### src/fwp_pkg.sv
// Constants, opcodes and status bit layout for the flash write protect status block
package fwp_pkg;

    // ****************************************
    // Array geometry
    // ****************************************
    localparam int ADDR_W = 23;
    localparam logic [23:0] ARRAY_SPAN = 24'h800000;
    localparam logic [23:0] SIZE_ONE = 24'h000001;
    localparam logic [4:0] LOG_BASE_WIDE = 5'h10;
    localparam logic [4:0] LOG_BASE_SMALL = 5'h0B;
    localparam logic [2:0] SMALL_CODE_CAP = 3'h4;
    localparam logic [2:0] CODE_NONE = 3'h0;
    localparam logic [2:0] CODE_ALL = 3'h7;

    // ****************************************
    // Commands and register select
    // ****************************************
    typedef enum logic [3:0]
    {
        OP_NONE = 4'h0,
        OP_WRITE_ENABLE = 4'h1,
        OP_WRITE_DISABLE = 4'h2,
        OP_STATUS_WRITE = 4'h3,
        OP_PAGE_PROGRAM = 4'h4,
        OP_FOUR_KB_ERASE = 4'h5,
        OP_BLOCK_ERASE = 4'h6,
        OP_CHIP_ERASE = 4'h7,
        OP_SUSPEND = 4'h8,
        OP_RESUME = 4'h9,
        OP_SOFT_RESET = 4'hA
    } fwp_op_e;

    localparam logic [1:0] SEL_PROTECT_LOW = 2'h0;
    localparam logic [1:0] SEL_SUSPEND_QUAD = 2'h1;
    localparam logic [1:0] SEL_PIN_DRIVE = 2'h2;

    // ****************************************
    // First status register, bits 7..0
    // ****************************************
    localparam int BUSY_BIT = 0;
    localparam int WEL_BIT = 1;
    localparam int BP_LSB = 2;
    localparam int BP_MSB = 6;
    localparam int LOCK_LO_BIT = 7;
    localparam logic [7:0] SR1_WR_MASK = 8'hFC;
    localparam logic [7:0] SR1_RESET = 8'h00;

    // ****************************************
    // Second status register, bits 15..8
    // ****************************************
    localparam int LOCK_HI_BIT = 0;
    localparam int QE_BIT = 1;
    localparam int PSUS_BIT = 2;
    localparam int LB_LSB = 3;
    localparam int LB_MSB = 5;
    localparam int CMP_BIT = 6;
    localparam int ESUS_BIT = 7;
    localparam logic [7:0] SR2_WR_MASK = 8'h7B;
    localparam logic [7:0] SR2_OTP_MASK = 8'h38;
    localparam logic [7:0] SR2_RESET = 8'h00;

    // ****************************************
    // Third status register, bits 23..16
    // ****************************************
    localparam int DC_BIT = 0;
    localparam int DRV_LO_BIT = 5;
    localparam int DRV_HI_BIT = 6;
    localparam int HOLD_RST_BIT = 7;
    localparam logic [7:0] SR3_WR_MASK = 8'hE1;
    localparam logic [7:0] SR3_RESET = 8'h20;

endpackage : fwp_pkg

### src/fwp_decode.sv
// Protected area decode of the block protect bits and complement select
`timescale 1ns/100ps
module fwp_decode
(
    input wire logic [4:0] block_protect,
    input wire logic complement_select,
    input wire logic [fwp_pkg::ADDR_W-1:0] addr,
    output logic protected_hit,
    output logic chip_erase_ok
);
    logic [2:0] code;
    logic [2:0] small_code;
    logic [4:0] size_log;
    logic [23:0] size;
    logic [23:0] addr_w;
    logic normal_area;

    always_comb
    begin
        code = block_protect[2:0];
        small_code = (code > fwp_pkg::SMALL_CODE_CAP) ? fwp_pkg::SMALL_CODE_CAP : code;
        // Wide rows start at 128KB, small rows at 4KB, capped at 32KB
        if (!block_protect[4])
        begin
            size_log = fwp_pkg::LOG_BASE_WIDE + {2'h0, code};
        end
        else
        begin
            size_log = fwp_pkg::LOG_BASE_SMALL + {2'h0, small_code};
        end
        size = fwp_pkg::SIZE_ONE << size_log;
        addr_w = {1'h0, addr};
        // Normal decode; bit 3 picks bottom or top of array
        if (code == fwp_pkg::CODE_NONE)
        begin
            normal_area = 1'b0;
        end
        else if (code == fwp_pkg::CODE_ALL)
        begin
            normal_area = 1'b1;
        end
        else if (block_protect[3])
        begin
            normal_area = addr_w < size;
        end
        else
        begin
            normal_area = addr_w >= (fwp_pkg::ARRAY_SPAN - size);
        end
        // Complemented decode is the inverse area
        protected_hit = complement_select ? !normal_area : normal_area;
        chip_erase_ok = complement_select ? (code == fwp_pkg::CODE_ALL)
                                          : (code == fwp_pkg::CODE_NONE);
    end

endmodule : fwp_decode

### src/fwp_status.sv
// Status registers, write enable latch and protection gate of the serial flash
//
// Contract
// - Complement on, code 000: whole array protected
// - Complement on, 00 rows: lower areas
// - Complement on, 01 rows: upper areas
// - Complement on, 10 rows: lower, small top gap
// - Complement on, 11 rows: upper, small bottom gap
// - Complement off, 111 rows: bottom 32KB, except code 111 whole array
// - Busy and latch bits 0,1 read only
// - Protect bits 2..6, status lock bit 7
// - Suspend flags bits 15 and 10, read only
// - Complement select bit 14 picks decode
// - Secure area locks 11..13 one time
// - Quad enable bit 9, lock hi 8
// - Pin select 23, drive strength 22..21
// - Dummy cycle bit 16, 17..20 reserved
// - Chip erase only when nothing protected
// - Latch clear refuses writes, programs, erases
// - Latch clears on reset, disable, completion
`timescale 1ns/100ps
module fwp_status
(
    input wire logic clk_sys,
    input wire logic rst,
    input wire logic cmd_valid,
    input wire logic [3:0] cmd_op,
    input wire logic [1:0] cmd_sel,
    input wire logic [7:0] cmd_data,
    input wire logic [fwp_pkg::ADDR_W-1:0] cmd_addr,
    input wire logic array_done,
    output logic [7:0] status_protect_low,
    output logic [7:0] status_suspend_quad,
    output logic [7:0] status_pin_drive_config,
    output logic cmd_accept,
    output logic cmd_reject,
    output logic array_start,
    output logic [3:0] array_op
);

    // ****************************************
    // Protection decode
    // ****************************************
    logic protected_hit;
    logic chip_erase_ok;

    fwp_decode u_decode
    (
        .block_protect(status_protect_low[fwp_pkg::BP_MSB:fwp_pkg::BP_LSB]),
        .complement_select(status_suspend_quad[fwp_pkg::CMP_BIT]),
        .addr(cmd_addr),
        .protected_hit(protected_hit),
        .chip_erase_ok(chip_erase_ok)
    );

    // ****************************************
    // Next state
    // ****************************************
    logic [7:0] next_sr1;
    logic [7:0] next_sr2;
    logic [7:0] next_sr3;
    logic next_accept;
    logic next_reject;
    logic next_start;
    logic [3:0] next_array_op;
    logic [3:0] active_op;
    logic [3:0] next_active_op;
    logic busy_now;
    logic write_ok;

    always_comb
    begin
        next_sr1 = status_protect_low;
        next_sr2 = status_suspend_quad;
        next_sr3 = status_pin_drive_config;
        next_accept = 1'b0;
        next_reject = 1'b0;
        next_start = 1'b0;
        next_array_op = array_op;
        next_active_op = active_op;
        // Completion ends busy and drops the latch
        if (array_done && status_protect_low[fwp_pkg::BUSY_BIT])
        begin
            next_sr1[fwp_pkg::BUSY_BIT] = 1'b0;
            next_sr1[fwp_pkg::WEL_BIT] = 1'b0;
        end
        busy_now = next_sr1[fwp_pkg::BUSY_BIT];
        write_ok = !busy_now && next_sr1[fwp_pkg::WEL_BIT];
        if (cmd_valid)
        begin
            next_reject = 1'b1;
            unique case (cmd_op)
                fwp_pkg::OP_WRITE_ENABLE:
                begin
                    if (!busy_now)
                    begin
                        next_sr1[fwp_pkg::WEL_BIT] = 1'b1;
                        next_reject = 1'b0;
                    end
                end
                fwp_pkg::OP_WRITE_DISABLE:
                begin
                    if (!busy_now)
                    begin
                        next_sr1[fwp_pkg::WEL_BIT] = 1'b0;
                        next_reject = 1'b0;
                    end
                end
                fwp_pkg::OP_STATUS_WRITE:
                begin
                    if (write_ok && !status_suspend_quad[fwp_pkg::LOCK_HI_BIT])
                    begin
                        next_reject = 1'b0;
                        next_sr1[fwp_pkg::WEL_BIT] = 1'b0;
                        // Masks keep read-only and reserved bits
                        if (cmd_sel == fwp_pkg::SEL_PROTECT_LOW)
                        begin
                            next_sr1 = (next_sr1 & ~fwp_pkg::SR1_WR_MASK)
                                     | (cmd_data & fwp_pkg::SR1_WR_MASK);
                        end
                        else if (cmd_sel == fwp_pkg::SEL_SUSPEND_QUAD)
                        begin
                            next_sr2 = (status_suspend_quad & ~fwp_pkg::SR2_WR_MASK)
                                     | (cmd_data & fwp_pkg::SR2_WR_MASK)
                                     | (status_suspend_quad & fwp_pkg::SR2_OTP_MASK);
                        end
                        else if (cmd_sel == fwp_pkg::SEL_PIN_DRIVE)
                        begin
                            next_sr3 = cmd_data & fwp_pkg::SR3_WR_MASK;
                        end
                        else
                        begin
                            // Refused select keeps the latch set
                            next_reject = 1'b1;
                            next_sr1[fwp_pkg::WEL_BIT] = 1'b1;
                        end
                    end
                end
                fwp_pkg::OP_PAGE_PROGRAM, fwp_pkg::OP_FOUR_KB_ERASE,
                fwp_pkg::OP_BLOCK_ERASE, fwp_pkg::OP_CHIP_ERASE:
                begin
                    // Refused ones start nothing and leave busy unchanged
                    if (write_ok && ((cmd_op == fwp_pkg::OP_CHIP_ERASE) ? chip_erase_ok
                                                                      : !protected_hit))
                    begin
                        next_reject = 1'b0;
                        next_sr1[fwp_pkg::BUSY_BIT] = 1'b1;
                        next_start = 1'b1;
                        next_array_op = cmd_op;
                        next_active_op = cmd_op;
                    end
                end
                fwp_pkg::OP_SUSPEND:
                begin
                    if (busy_now)
                    begin
                        next_reject = 1'b0;
                        next_sr1[fwp_pkg::BUSY_BIT] = 1'b0;
                        next_start = 1'b1;
                        next_array_op = cmd_op;
                        if (active_op == fwp_pkg::OP_PAGE_PROGRAM)
                        begin
                            next_sr2[fwp_pkg::PSUS_BIT] = 1'b1;
                        end
                        else
                        begin
                            next_sr2[fwp_pkg::ESUS_BIT] = 1'b1;
                        end
                    end
                end
                fwp_pkg::OP_RESUME:
                begin
                    if (status_suspend_quad[fwp_pkg::PSUS_BIT]
                        || status_suspend_quad[fwp_pkg::ESUS_BIT])
                    begin
                        next_reject = 1'b0;
                        next_sr2[fwp_pkg::PSUS_BIT] = 1'b0;
                        next_sr2[fwp_pkg::ESUS_BIT] = 1'b0;
                        next_sr1[fwp_pkg::BUSY_BIT] = 1'b1;
                        next_start = 1'b1;
                        next_array_op = active_op;
                    end
                end
                fwp_pkg::OP_SOFT_RESET:
                begin
                    // Volatile bits only; stored settings survive
                    next_reject = 1'b0;
                    next_sr1[fwp_pkg::BUSY_BIT] = 1'b0;
                    next_sr1[fwp_pkg::WEL_BIT] = 1'b0;
                    next_sr2[fwp_pkg::PSUS_BIT] = 1'b0;
                    next_sr2[fwp_pkg::ESUS_BIT] = 1'b0;
                    next_start = 1'b1;
                    next_array_op = cmd_op;
                end
                default:
                begin
                    next_reject = 1'b1;
                end
            endcase
            next_accept = !next_reject;
        end
    end

    // ****************************************
    // Registers
    // ****************************************
    always_ff @(posedge clk_sys or posedge rst)
    begin
        if (rst)
        begin
            status_protect_low <= fwp_pkg::SR1_RESET;
            status_suspend_quad <= fwp_pkg::SR2_RESET;
            status_pin_drive_config <= fwp_pkg::SR3_RESET;
            cmd_accept <= 1'b0;
            cmd_reject <= 1'b0;
            array_start <= 1'b0;
            array_op <= fwp_pkg::OP_NONE;
            active_op <= fwp_pkg::OP_NONE;
        end
        else
        begin
            status_protect_low <= next_sr1;
            status_suspend_quad <= next_sr2;
            status_pin_drive_config <= next_sr3;
            cmd_accept <= next_accept;
            cmd_reject <= next_reject;
            array_start <= next_start;
            array_op <= next_array_op;
            active_op <= next_active_op;
        end
    end

endmodule : fwp_status

### config.mk
export PLATFORM = sky130hd
export DESIGN_NAME = fwp_status
export DESIGN_NICKNAME = d
export VERILOG_FILES = /design/src/fwp_pkg.sv /design/src/fwp_decode.sv /design/src/fwp_status.sv
export SDC_FILE = /design/constraint.sdc
export NUM_CORES = 1
export LEC_CHECK = 0
export BUFFER_PORTS_ARGS = -buffer_cell sky130_fd_sc_hd__buf_2
export CAP_MARGIN = 5
export CORE_MARGIN = 8
export CORE_UTILIZATION = 59
export DETAILED_ROUTE_END_ITERATION = 8
export PLACE_DENSITY = 0.86
export SYNTH_ARGS = -nofsm -noshare
export SYNTH_HDL_FRONTEND = slang
export SYNTH_HIERARCHICAL = 1
export SYNTH_SLANG_ARGS = --single-unit
### constraint.sdc
create_clock -name clk_sys -period 7.4 [get_ports clk_sys]
set_input_delay 1.48 -clock clk_sys [delete_from_list [all_inputs] [get_ports clk_sys]]
set_output_delay 1.48 -clock clk_sys [all_outputs]
set_load 0.02 [all_outputs]
* Word level (Yosys, flattened, before mapping)
Index checks and enable logic that the tools add are counted.
** Cells by class
- Add/subtract/negate cells :: 3
- $lt $le $gt $ge :: 3
- Equality and inequality tests :: 22
- Shift-type cells :: 1
- Mux-type cells :: 49
- Bitwise operators :: 5
- Reductions and logical operators :: 24
** Operator list (count)
- 1-bit 2-to-1 mux :: 31
- 23-bit by 24-bit greater-or-equal comparator with 1-bit output :: 1
- 23-bit by 24-bit less-than comparator with 1-bit output :: 1
- 8-bit 2-to-1 mux :: 3
- 1-bit by 5-bit << shifter with 24-bit output, first input constant :: 1
- 24-bit subtractor, first input constant :: 1
- 4-bit by 3-bit equality test with 1-bit output, second input constant :: 5
- 1-bit one-hot mux with 4 select lines :: 5
- 2-bit != test, second input constant :: 8
- 4-bit one-hot mux with 4 select lines :: 1
- 8-bit AND reduction :: 2
- 4-bit equality test, second input constant :: 3
- 4-bit 2-to-1 mux :: 3
- 5-bit AND reduction :: 2
- 4-bit by 2-bit equality test with 1-bit output, second input constant :: 2
- 1-bit by 8-bit OR with 8-bit output :: 1
- 8-bit by 6-bit OR with 8-bit output :: 1
- 8-bit by 7-bit OR with 8-bit output :: 1
- 4-bit nonzero test :: 2
- 2-bit 2-to-1 mux :: 3
- 1-bit one-hot mux with 6 select lines :: 1
- 6-bit AND reduction :: 1
- 4-bit by 3-bit adder with 5-bit output, first input constant :: 1
- 5-bit by 3-bit adder with 5-bit output, first input constant :: 1
- other kinds (17) :: 26
** Storage, ports and cells
- Flip-flop bits (word level) :: 31
- Input bits :: 41
- Output and inout bits :: 31
- Word-level logic and storage cells :: 118

* Depth between registers and ports, before layout
Gate-level depths: netlist of the first run.
- Word-level depth :: 20
- Gate-level depth with buffers :: 27
- Depth with buffers taken out :: 26

* Cells and area by module
The synthesis of the first run kept the hierarchy.
** Modules (own cells, without submodules)
- fwp_status :: instances 1, cells an instance 142, area each 1636.6 µm²
- fwp_decode :: instances 1, cells an instance 196, area each 1456.4 µm²

* Least setup slack after synthesis of the first run
Ideal clock, no wire load.
- Path type :: reg-to-reg
- Start point :: reg status_protect_low[4]
- End point :: reg array_op[0]
- Library setup time :: 0.128 ns
- Arrival :: 4.758 ns
- Data required time :: 7.272 ns
- Slack :: 2.514 ns
- Cell stages (with the launch flop) :: 26
- Buffers on the path :: 2
- Clock period less this slack :: 4.886 ns
- Path through :: dfrtp_1 > buf_2 > nor2b_1 > inv_1 > ha_1 > inv_1 > ha_1 > nor2b_1 > and2_1 > clkbuf_1 > nor2_1 > o31a_1 > nand2_1 > xor2_1 > ha_1 > nand4_1 > or3_1 > or4_1 > a21oi_1 > o31ai_1 > o311a_1 > xnor2_1 > a21oi_1 > o21a_1 > o21ai_2 > mux2_1
** Between the ends
- Longest elaborated chain between the ends :: 17
** Ends and longest elaborated chain
- start: declaration :: line fwp_status.sv:32 : output logic [7:0] status_protect_low,
- start signal: assignment :: line fwp_status.sv:211 : status_protect_low <= fwp_pkg::SR1_RESET;
- start signal: assignment :: line fwp_status.sv:222 : status_protect_low <= next_sr1;
- 3-bit greater-than comparator :: line fwp_decode.sv:21 : small_code = (code > fwp_pkg::SMALL_CODE_CAP) ? fwp_pkg::SMALL_CODE_CAP : code;
- 3-bit 2-to-1 mux :: line fwp_decode.sv:21
- 4-bit by 3-bit adder with 5-bit output :: line fwp_decode.sv:29 : size_log = fwp_pkg::LOG_BASE_SMALL + {2'h0, small_code};
- 5-bit 2-to-1 mux :: line fwp_decode.sv:23 : if (!block_protect[4])
- 1-bit by 5-bit << shifter with 24-bit output :: line fwp_decode.sv:31 : size = fwp_pkg::SIZE_ONE << size_log;
- 24-bit subtractor :: line fwp_decode.sv:48 : normal_area = addr_w >= (fwp_pkg::ARRAY_SPAN - size);
- 23-bit by 24-bit greater-or-equal comparator with 1-bit output :: line fwp_decode.sv:48
- 1-bit 2-to-1 mux :: line fwp_decode.sv:42 : else if (block_protect[3])
- (+2 left out)
- 1-bit logical NOT :: line fwp_decode.sv:51 : protected_hit = complement_select ? !normal_area : normal_area;
- 1-bit 2-to-1 mux (*) :: line fwp_decode.sv:51
- named net protected_hit :: line fwp_status.sv:44 : logic protected_hit;
- 1-bit logical NOT (*) :: line fwp_status.sv:144 : : !protected_hit))
- 1-bit 2-to-1 mux (*) :: line fwp_status.sv:143 : if (write_ok && ((cmd_op == fwp_pkg::OP_CHIP_ERASE) ? chip_erase_ok
- 1-bit logical AND (*) :: line fwp_status.sv:143
- 2-bit != test (no line) (*)
- 5-bit AND reduction (no line) (*)
- end signal: assignment :: line fwp_status.sv:217 : array_op <= fwp_pkg::OP_NONE;
- end signal: assignment :: line fwp_status.sv:228 : array_op <= next_array_op;
- end: declaration :: line fwp_status.sv:38 : output logic [3:0] array_op
The timed path passes the listed nets; every way through them passes the cells marked *.
A chain may end at the register's enable or synchronous reset.

* Worst setup path in the final report of the first run
Same ends and word-level chain as after synthesis.

==> results of run 1 <==
==> report_power, final <==
part	internal, mW	switching, mW
combinational	0.131	0.186
clock	0.109	0.0643
sequential	0.200	0.0300
total	0.441	0.280
==> per-layer routing <==
metal  wire length, um  vias up
met4               172        0
li1                  -     1373
met3               409       23
met2              4040       85
met5                 0        -
met1              3220     1344
==> flip-flops by register name, summed over array words and instances (netlist names) <==
register	flops
array_op	4
status_pin_drive_config	4
array_start	1
active_op	4
status_suspend_quad	8
status_protect_low	8
cmd_reject	1
cmd_accept	1
==> through the flow <==
stage	setup slack (ns)	hold slack [ns]	power, mW	cells
6_report	2.17	0.476	0.721	481
5_1_grt	1.85	0.494	0.769	481
3_3_place_gp	2.46	0.438	0.533	473
2_1_floorplan	2.51	0.450	0.456	352
4_1_cts	2.24	0.472	0.720	481
3_5_place_dp	2.28	0.453	0.543	473
==> layout make-up <==
class,count,area share (%)
Multi-Input combinational cell,286,61.4
Sequential cell,31,21.5
Timing Repair Buffer,68,9.50
Tap cell,70,2.43
Clock buffer,6,2.29
Inverter,18,1.87
Clock inverter,2,0.971
==> kinds of logic (layout without fill, tap and decap cells) <==
family / count (synthesis) / after routing / synth area share [%]
AND/OR/NAND/NOR: 112 / 112 / 21.4
AO/OA/AOI/OAI: 83 / 83 / 19.0
multiplexers: 17 / 17 / 7.16
buffers and inverters: 35 / 94 / 4.98
adder cells (fa/ha/maj): 48 / 48 / 19.4
XOR/XNOR: 9 / 9 / 2.55
flip-flops: 31 / 31 / 25.1
other: 3 / 17 / 0.364
==> cells in the mapped netlist, drive strengths merged, types with 7 or more instances <==
master	number
a21oi	15
and2	7
buf	10
clkbuf	7
dfrtp	30
ha	48
inv	18
mux2	14
nand2	32
nand2b	9
nand3	13
nor2	15
nor2b	10
o21a	7
o21ai	16
==> critical path, stage by stage (launching register included) <==
cell and delay [ns]:
dfrtp_1 0.50, nor2b_1 0.25, inv_1 0.07, ha_1 0.23, inv_1 0.06, ha_1 0.16, nor2b_1 0.06, and2_1 0.22
nor2_1 0.26, o31a_1 0.22, nand2_1 0.07, xor2_1 0.14, ha_1 0.31, nand4_1 0.12, or3_1 0.42, or4_1 0.55
a21oi_1 0.13, o31ai_1 0.08, o311a_1 0.15, xnor2_1 0.18, a21oi_1 0.06, o21a_1 0.22, o21ai_2 0.29, mux2_1 0.36
==> placed cells by master, fill, tap and decap left out, types with 2 or more instances in the layout <==
master	count
buf_2	67
ha_1	48
nand2_1	30
dfrtp_1	30
conb_1	17
inv_1	16
a21oi_1	15
nor2_1	14
nand3_1	12
o21ai_0	12
nor2b_1	10
nand2b_1	9
mux2_4	9
o21a_1	7
and2_1	7
a211oi_1	6
a21o_1	6
clkbuf_8	6
xor2_1	6
mux2_1	5
nor3_1	4
nand4_1	4
o211ai_1	4
mux2i_1	3
o2111ai_1	3
o21ai_1	3
xnor2_1	3
or3_1	3
inv_2	2
nor3b_1	2
o2bb2a_1	2
a31oi_1	2
a32oi_1	2
o221ai_1	2
a21boi_0	2
and4_1	2
==> path summary, 6_finish.rpt <==
check,startpoint,endpoint,slack [ns],depth (start not counted)
hold / removal,status_suspend_quad[3],status_suspend_quad[3],0.48,1
setup reg to reg,status_protect_low[4],array_op[0],2.17,23
hold reg to reg,status_suspend_quad[3],status_suspend_quad[3],0.48,1
max in group asynchronous,rst,status_pin_drive_config[5],5.83,3
setup / recovery,status_protect_low[4],array_op[0],2.17,23
min in group asynchronous,rst,status_suspend_quad[1],1.26,3
==> flow_summary.toml, run 1 <==
[run_status]
status = "completed"

[power]
powerDensity_mw_per_mm2 = 200
leakagePower_nw = 1.80
vdd_drop_max_mv = 0.218

[route]
drt_iter0_markers = 110
routedWlPerCell_um = 16.3
drtPass1Iterations = 4
via_count = 2825
drc_errors = 0
ant_nets = 0
via_per_inst = 5.87
drt_wl_total_um = 7840

[yosys]
ys_warn_count = 6
synth.cell_area_mm2 = 0.00309
synthTopCellsByArea = "dfrtp_1, ha_1, mux2_4"
async_flop_share_pct = 100
yosysTopAreaCellShare_pct = 24.3
synth_cells = 338
synth_cell_types = 70
synth_area_leader_cell = "dfrtp_1"
synth_edf_count = 0
ys.flop_type = "dfrtp_1"
synth-seq-cells = 31
synth.yosys.seq_area_share_pct = 25.1
syn_area_per_cell_um2 = 9.15

[cts]
hold_buffers = 0
ctsResizeCount = 0
cts.sinks = 31
cts_buffers = 5
clkTransAtPathRegs_ns = 0.07
clk_latency_ns = 0.28
clk_path_buf_depth = 2
cts_tree = "yes"
post-cts-setup-buffers = 0
cts-root-buf = "clkbuf_8"
htree_levels = 2

[floorplan]
dieArea_mm2 = 0.00782
die_w_um = 88.4
die_h_um = 88.4
ios = 72
rows = 26
start_util_pct = 60.9
core-area_mm2 = 0.00507

[timing]
slew_headroom_pct = 63.9
fin_crit_ns = 5.23
finalSetupViolCount = 0
rsz0062_at_grt = "false"
fin_skew_ns = 0.00574
fin_crit_sh_pct = 70.7
finalSetupTns_ns = 0
fmax_mhz = 191
worst_pin_slew_ns = 0.541
finalHoldViolCount = 0
drv_slew = 0

[run]
maxCapViolations = 0

[finish]
n_fill_cell = 398
num-nets-final = 499
area_delta_synth_final_pct = 16.6
drive_above_1_share_pct = 24.3
regArea_um2 = 777
multi_input_area_mm2 = 0.00221
post-route-util_pct = 71.1
diodes = 0
post-route-cell-area_mm2 = 0.00361

[global_routing]
first_global_vias = 2830
grtUsageTotal_pct = 20.0
use_met1_pct = 22.4
grt_pass1_wl_um = 12500
grt_busiest_layer = "met2"
met3_usage_pct = 4.27
antenna_found_initial = 0
grt_max_degree = 32
grt-ovfl-total = 0
use_met2_pct = 36.7

[placed_design]
dpl.hpwl_um = 6320
portBuffers = 67
place.gp.congestion = 0.938
placed_cell_area_mm2 = 0.00349

[critical_path]
setup.worst_path.end_class = "register"
required_ns = 7.57
start_kind = "register"
cp_max_fo = 12
path_class = "register to register"
critPathArrivalTime_ns = 5.40

[hold_path]
min_path_type = "register to register"
Power figures use the tool's default switching activity.
==> run 2, diff against run 1 <==
CORE_UTILIZATION = 55   (was 59)
PLACE_DENSITY = 0.81   (was 0.86)
clock period = 5 ns   (was 7.4 ns; I/O delays follow)
==> run 2 against run 1 <==
Sequential power increased by 46%. Largest cell class unchanged. Sequential share of layout area is 0.40 points lower. First-iteration DRC count down 42%. Critical path type unchanged.
==> flow_summary.toml, run 2 (synthesized netlist as in run 1, its figures left out) <==
[run_status]
status = "completed"

[critical_path]
path_class = "register to register"
required_ns = 5.16
setup.worst_path.end_class = "register"
path_buf_inv = 2
cpMostUsedCell = "ha_1"
path_depth = 22
r2r_cells = 22
crit_slowest_cell = "or4_1"
start_kind = "register"
path_cells = "nor2b_4 -> inv_1 -> ha_1 -> inv_1 -> ha_1 -> and2_2 -> nor2_4 -> o31a_1 -> nand2_1 -> xor2_1 -> ha_1 -> nand4_1 -> or3_1 -> or4_1 -> a21oi_1 -> o31ai_1 -> o311a_1 -> xnor2_2 -> a21oi_1 -> o21a_1 -> o21ai_2 -> mux2_1"
reg2reg_from = "status_protect_low[4]"
startpoint = "status_protect_low[4]"
endpoint = "array_op[0]"
r2r_end = "array_op[0]"
cp_max_fo = 7
r2r_slack_ns = 0.25
slowest_delay_ns = 0.53
crit_family = "simple AND/OR/NAND/NOR gates"
critPathArrivalTime_ns = 4.91

[power]
internal_power_mw = 0.653
seq_power_share_pct = 31.7
combinationalPowerShare_pct = 46.1
power_switching_mw = 0.408
vdd_drop_max_mv = 0.212
swShare_pct = 38.5
powerDensity_mw_per_mm2 = 288
pwr-share-clk_pct = 22.2
leakagePower_nw = 1.83

[timing]
finalHoldViolCount = 0
layout_setup_ws_ns = 0.254
fin_skew_ns = 0.00659
slew_headroom_pct = 63.3
fmax_mhz = 211
worst_pin_slew_ns = 0.550
finalSetupViolCount = 0
fin_crit_ns = 4.75
hold_ws_ns = 0.451
fin_crit_sh_pct = 94.9
drv_slew = 0

[cts]
clk_path_buf_depth = 2
clk_latency_ns = 0.28
cts-root-buf = "clkbuf_8"
clkTransAtPathRegs_ns = 0.06
cts.sinks = 31
cts_buffers = 5
cts_tree = "yes"
htree_levels = 2

[floorplan]
rows = 27
die_h_um = 91.0
dieArea_mm2 = 0.00828
die_w_um = 91.0
ios = 72
start_util_pct = 56.5
core-area_mm2 = 0.00547

[placed_design]
place_ws_ns = 0.101
dpl.hpwl_um = 6150
portBuffers = 67
place.gp.congestion = 0.896

[route]
drt_wl_total_um = 7520
routedWlPerCell_um = 15.4
via_count = 2757
drc_errors = 0
ant_nets = 0
via_per_inst = 5.64
drt_iter0_markers = 64
drtPass1Iterations = 4

[global_routing]
grtUsageTotal_pct = 17.6
grt-ovfl-total = 0
grt_pass1_wl_um = 12500
first_global_vias = 2805
grt_max_degree = 32
antenna_found_initial = 0

[finish]
post-route-util_pct = 67.3
layout_commonest_cell = "buf_2"
drive_above_1_share_pct = 26.6
largestRegisters = "status_protect_low: 8 flops, status_suspend_quad: 8 flops"
num-nets-final = 505
diodes = 0
area_delta_synth_final_pct = 19.0
final_cell_mix = "buf_2, ha_1, nand2_1, dfrtp_1, conb_1"

[run]
maxCapViolations = 0

[hold_path]
min_path_type = "register to register"
hold_path.startpoint = "status_suspend_quad[5]"
[run 2: cell types whose count changed in the layout (fill, tap and decap cells not counted), moves of 2 or more]
cell      change
buf_4         +6
clkbuf_1      +2
nor2_1        -2
nor2_4        +2
[run 2: how the worst min path moves through the flow]
stage,end,depth (start not counted)
after floorplan,active_op[2],1
after CTS,status_suspend_quad[5],1
after detailed placement,status_suspend_quad[5],1
final,status_suspend_quad[5],1
after global placement,status_suspend_quad[4],1
after global routing,status_suspend_quad[5],1
[run 2: through the flow]
stage / power [mW] / cells / setup TNS, ns / cell area, um2
final: 1.06 / 489 / 0 / 3680
after global routing: 1.13 / 489 / -0.0325 / 3680
after floorplan: 0.675 / 352 / 0 / 3150
after CTS: 1.05 / 487 / 0 / 3630
after global placement: 0.798 / 479 / 0 / 3520
after detailed placement: 0.811 / 479 / 0 / 3520
[run 2: layer usage]
layer | share of wire, % | GRT usage (%)
met3 | 5.9 | 4.36
met1 | 42 | 20.0
met5 | 0 | 0
met2 | 51 | 31.6
met4 | 1.6 | 5.05
[run 2: what timing repair did]
item                       CTS  global route
setup buffers                0             2
setup endpoints to repair    0            12
hold buffers                 0             0
resized for setup            0            10
[run 2: final cells by class]
type | count | area [um2]
Multi-Input combinational cell | 286 | 2250
Fill cell | 459 | 1790
Sequential cell | 31 | 778
Timing Repair Buffer | 74 | 388
Tap cell | 72 | 90.1
Clock buffer | 7 | 76.3
Inverter | 18 | 67.6
Clock inverter | 1 | 30.0
[run 2: power by group through the flow]
| stage | clock network (mW) | logic, mW | registers, mW |
|---|---|---|---|
| after detailed placement | 0 | 0.472 | 0.338 |
| after floorplan | 0 | 0.300 | 0.375 |
| final | 0.235 | 0.489 | 0.336 |
| after global routing | 0.251 | 0.542 | 0.342 |
| after global placement | 0 | 0.461 | 0.337 |
| after CTS | 0.240 | 0.477 | 0.335 |
==> run 3, diff against run 2 <==
BUFFER_PORTS_ARGS = not set   (was -buffer_cell sky130_fd_sc_hd__buf_2)
CORE_UTILIZATION = 65   (was 55)
DONT_BUFFER_PORTS = 1   (was not set)
SYNTH_HIERARCHICAL = not set   (was 1)
==> run 3 against run 2 <==
Largest power group is now sequential cells. First-iteration DRC count increased to 3.7 times the previous value. Final cell count decreased by 19%. Count of clock-buffer cells in the layout decreased by 1. Sequential share of layout area increased by 3.6 points. Critical path type unchanged. Hold slack improved by 0.085 ns.
==> flow_summary.toml, run 3 <==
[run_status]
status = "completed"

[finish]
drive_above_1_share_pct = 10.2
final_cell_mix = "ha_1, nand2_1, dfrtp_1, o21ai_0, a21oi_1"
area_delta_synth_final_pct = 7.44
num-nets-final = 431
layout_commonest_cell = "ha_1"
largestRegisters = "status_protect_low: 8 flops, status_suspend_quad: 8 flops"
final_cells = 395
diodes = 0

[global_routing]
grtUsageTotal_pct = 20.2
grt_max_degree = 32
grt-ovfl-total = 0
grt_pass1_wl_um = 11800
first_global_vias = 2467
antenna_found_initial = 0

[yosys]
synthMuxAreaShare_pct = 6.03
synth_common_cells = "ha_1, nand2_1, dfrtp_1"
synth.cell_area_mm2 = 0.00293
synth_area_leader_cell = "dfrtp_1"
synth-simple-area-share_pct = 20.3
synth_top_family_by_area = "adder cells"
ys.flop_type = "dfrtp_1"
ys_warn_count = 0
synth_cell_types = 56
syn_area_per_cell_um2 = 8.79
synth_cells = 333
yosysMostFrequentCell = "ha_1"
synth.yosys.seq_area_share_pct = 26.5
synth_xor_area_share_pct = 1.80
yosysTopAreaCellShare_pct = 25.7
async_flop_share_pct = 100
synthAdderAreaFrac_pct = 20.5
synth_compound_area_share_pct = 19.8
synthTopCellsByArea = "dfrtp_1, ha_1, mux2_2"
synth_edf_count = 0
synth-seq-cells = 31

[critical_path]
path_depth = 22
slowest_delay_ns = 0.39
reg2reg_from = "status_protect_low[4]"
cp_max_fo = 18
crit_slowest_cell = "dfrtp_1"
path_class = "register to register"
r2r_cells = 22
setup.worst_path.end_class = "register"
cpMostUsedCell = "ha_1"
required_ns = 5.16
critPathArrivalTime_ns = 4.81
startpoint = "status_protect_low[4]"
path_cells = "buf_4 -> nand2b_1 -> ha_1 -> inv_1 -> ha_1 -> nor2b_1 -> and2_1 -> o21ai_2 -> and2b_1 -> nand4_1 -> or2_1 -> nor2_1 -> xnor2_1 -> ha_1 -> o21ai_0 -> o21a_1 -> o211ai_1 -> a31oi_1 -> a211o_1 -> and2b_1 -> nor3_4 -> mux2_2"
crit_family = "simple AND/OR/NAND/NOR gates"
path_buf_inv = 2
start_kind = "register"

[power]
powerDensity_mw_per_mm2 = 275
leakagePower_nw = 1.47
internal_power_mw = 0.589
combinationalPowerShare_pct = 27.5
swShare_pct = 31.9
seq_power_share_pct = 39.1
vdd_drop_max_mv = 0.285
pwr-share-clk_pct = 33.3
power_switching_mw = 0.276

[cts]
post-cts-setup-buffers = 0
cts.sinks = 31
cts_buffers = 5
cts_tree = "yes"
clk_path_buf_depth = 2
cts-root-buf = "clkbuf_8"
htree_levels = 2
clk_latency_ns = 0.28
clkTransAtPathRegs_ns = 0.07

[timing]
fmax_mhz = 215
fin_crit_ns = 4.65
finalSetupViolCount = 0
fin_crit_sh_pct = 92.9
worst_pin_slew_ns = 0.527
drv_slew = 0
hold_ws_ns = 0.536
fin_skew_ns = 0.00550
slew_headroom_pct = 64.8
finalHoldViolCount = 0
finalSetupTns_ns = 0
rsz0062_at_grt = "false"

[hold_path]
hold_path.startpoint = "active_op[2]"
min_path_type = "register to register"
holdPathStages = 1

[route]
ant_nets = 0
drt_wl_total_um = 7020
drtPass1Iterations = 4
drc_errors = 0
routedWlPerCell_um = 17.8
via_per_inst = 6.31
via_count = 2491
drt_iter0_markers = 234

[floorplan]
ios = 72
rows = 24
die_w_um = 83.1
start_util_pct = 67.2
core-area_mm2 = 0.00435
die_h_um = 83.1
dieArea_mm2 = 0.00691

[placed_design]
portBuffers = 0
dpl.hpwl_um = 5670
place.gp.congestion = 0.914
dp_cells = 386

[run]
maxCapViolations = 0
-- run 3: cell types whose count changed after synthesis, moves of 6 or more --
| cell | previous run | this run |
|---|---|---|
| o21ai_0 | 12 | 22 |
| mux2_4 | 9 | 0 |
| nand2_1 | 30 | 36 |
| mux2_2 | 0 | 13 |
-- run 3: power by group through the flow --
stage | registers [mW] | clock network [mW] | logic, mW
global placement | 0.343 | 0 | 0.222
finish | 0.339 | 0.288 | 0.238
global route | 0.344 | 0.302 | 0.275
CTS | 0.339 | 0.292 | 0.233
detailed placement | 0.343 | 0 | 0.230
floorplan | 0.333 | 0 | 0.194
-- run 3: kinds of logic (layout without fill, tap and decap cells) --
family	after synthesis	after routing
AOI/OAI and AO/OA	88	88
xor gates and xnor gates	6	6
adders and majority gates	48	48
buffers and inverters	30	25
DFF	31	31
muxes	16	16
other	2	17
and+or+nand+nor	112	112
-- run 3: path summary, 6_finish.rpt --
kind	slack, ns	end
max	0.35	active_op[0]
min	0.54	active_op[2]
max reg2reg	0.35	active_op[0]
min reg2reg	0.54	active_op[2]
max in group asynchronous	3.90	array_start
min in group asynchronous	0.63	status_suspend_quad[5]
-- run 3: routing by layer --
metal / track usage [%] / vias to the layer above / part of all wire, %
met5: 0 / - / 0
met4: 3.83 / 0 / 0.84
met3: 8.40 / 7 / 9.5
met2: 31.5 / 86 / 46
met1: 25.6 / 1177 / 44
li1: - / 1221 / -
-- run 3: metrics by stage --
step	instance area [um2]	util (%)	power (mW)	worst slack, ns
5_1_grt	3140	72.2	0.921	0.0183
2_1_floorplan	2980	-	0.527	0.597
3_5_place_dp	2980	68.5	0.574	0.423
6_report	3140	72.2	0.865	0.354
4_1_cts	3110	71.5	0.864	0.378
3_3_place_gp	2980	68.5	0.565	0.644
-- run 3: timing repair --
action	in CTS	in global routing
setup endpoints to repair	0	2
hold buffers	0	0
resized for setup	0	1
hold endpoints to repair	0	0
-- run 3: area by class of cell --
class / count / area (um2)
multi-input cells: 287 / 2070
fillers: 340 / 1210
flip-flops and latches: 31 / 777
clock buffers: 6 / 72.6
well taps: 52 / 65.1
clock inverters: 2 / 60.1
repair buffers: 4 / 50.0
inverters: 13 / 48.8
-- run 3: worst reg2reg max path, stage by stage, from the launching register on --
cell and delay [ns]:
dfrtp_1 0.39, buf_4 0.21, nand2b_1 0.17, ha_1 0.24, inv_1 0.08, ha_1 0.17, nor2b_1 0.06, and2_1 0.21
o21ai_2 0.11, and2b_1 0.24, nand4_1 0.17, or2_1 0.30, nor2_1 0.15, xnor2_1 0.08, ha_1 0.29, o21ai_0 0.07
o21a_1 0.19, o211ai_1 0.08, a31oi_1 0.07, a211o_1 0.32, and2b_1 0.26, nor3_4 0.30, mux2_2 0.37
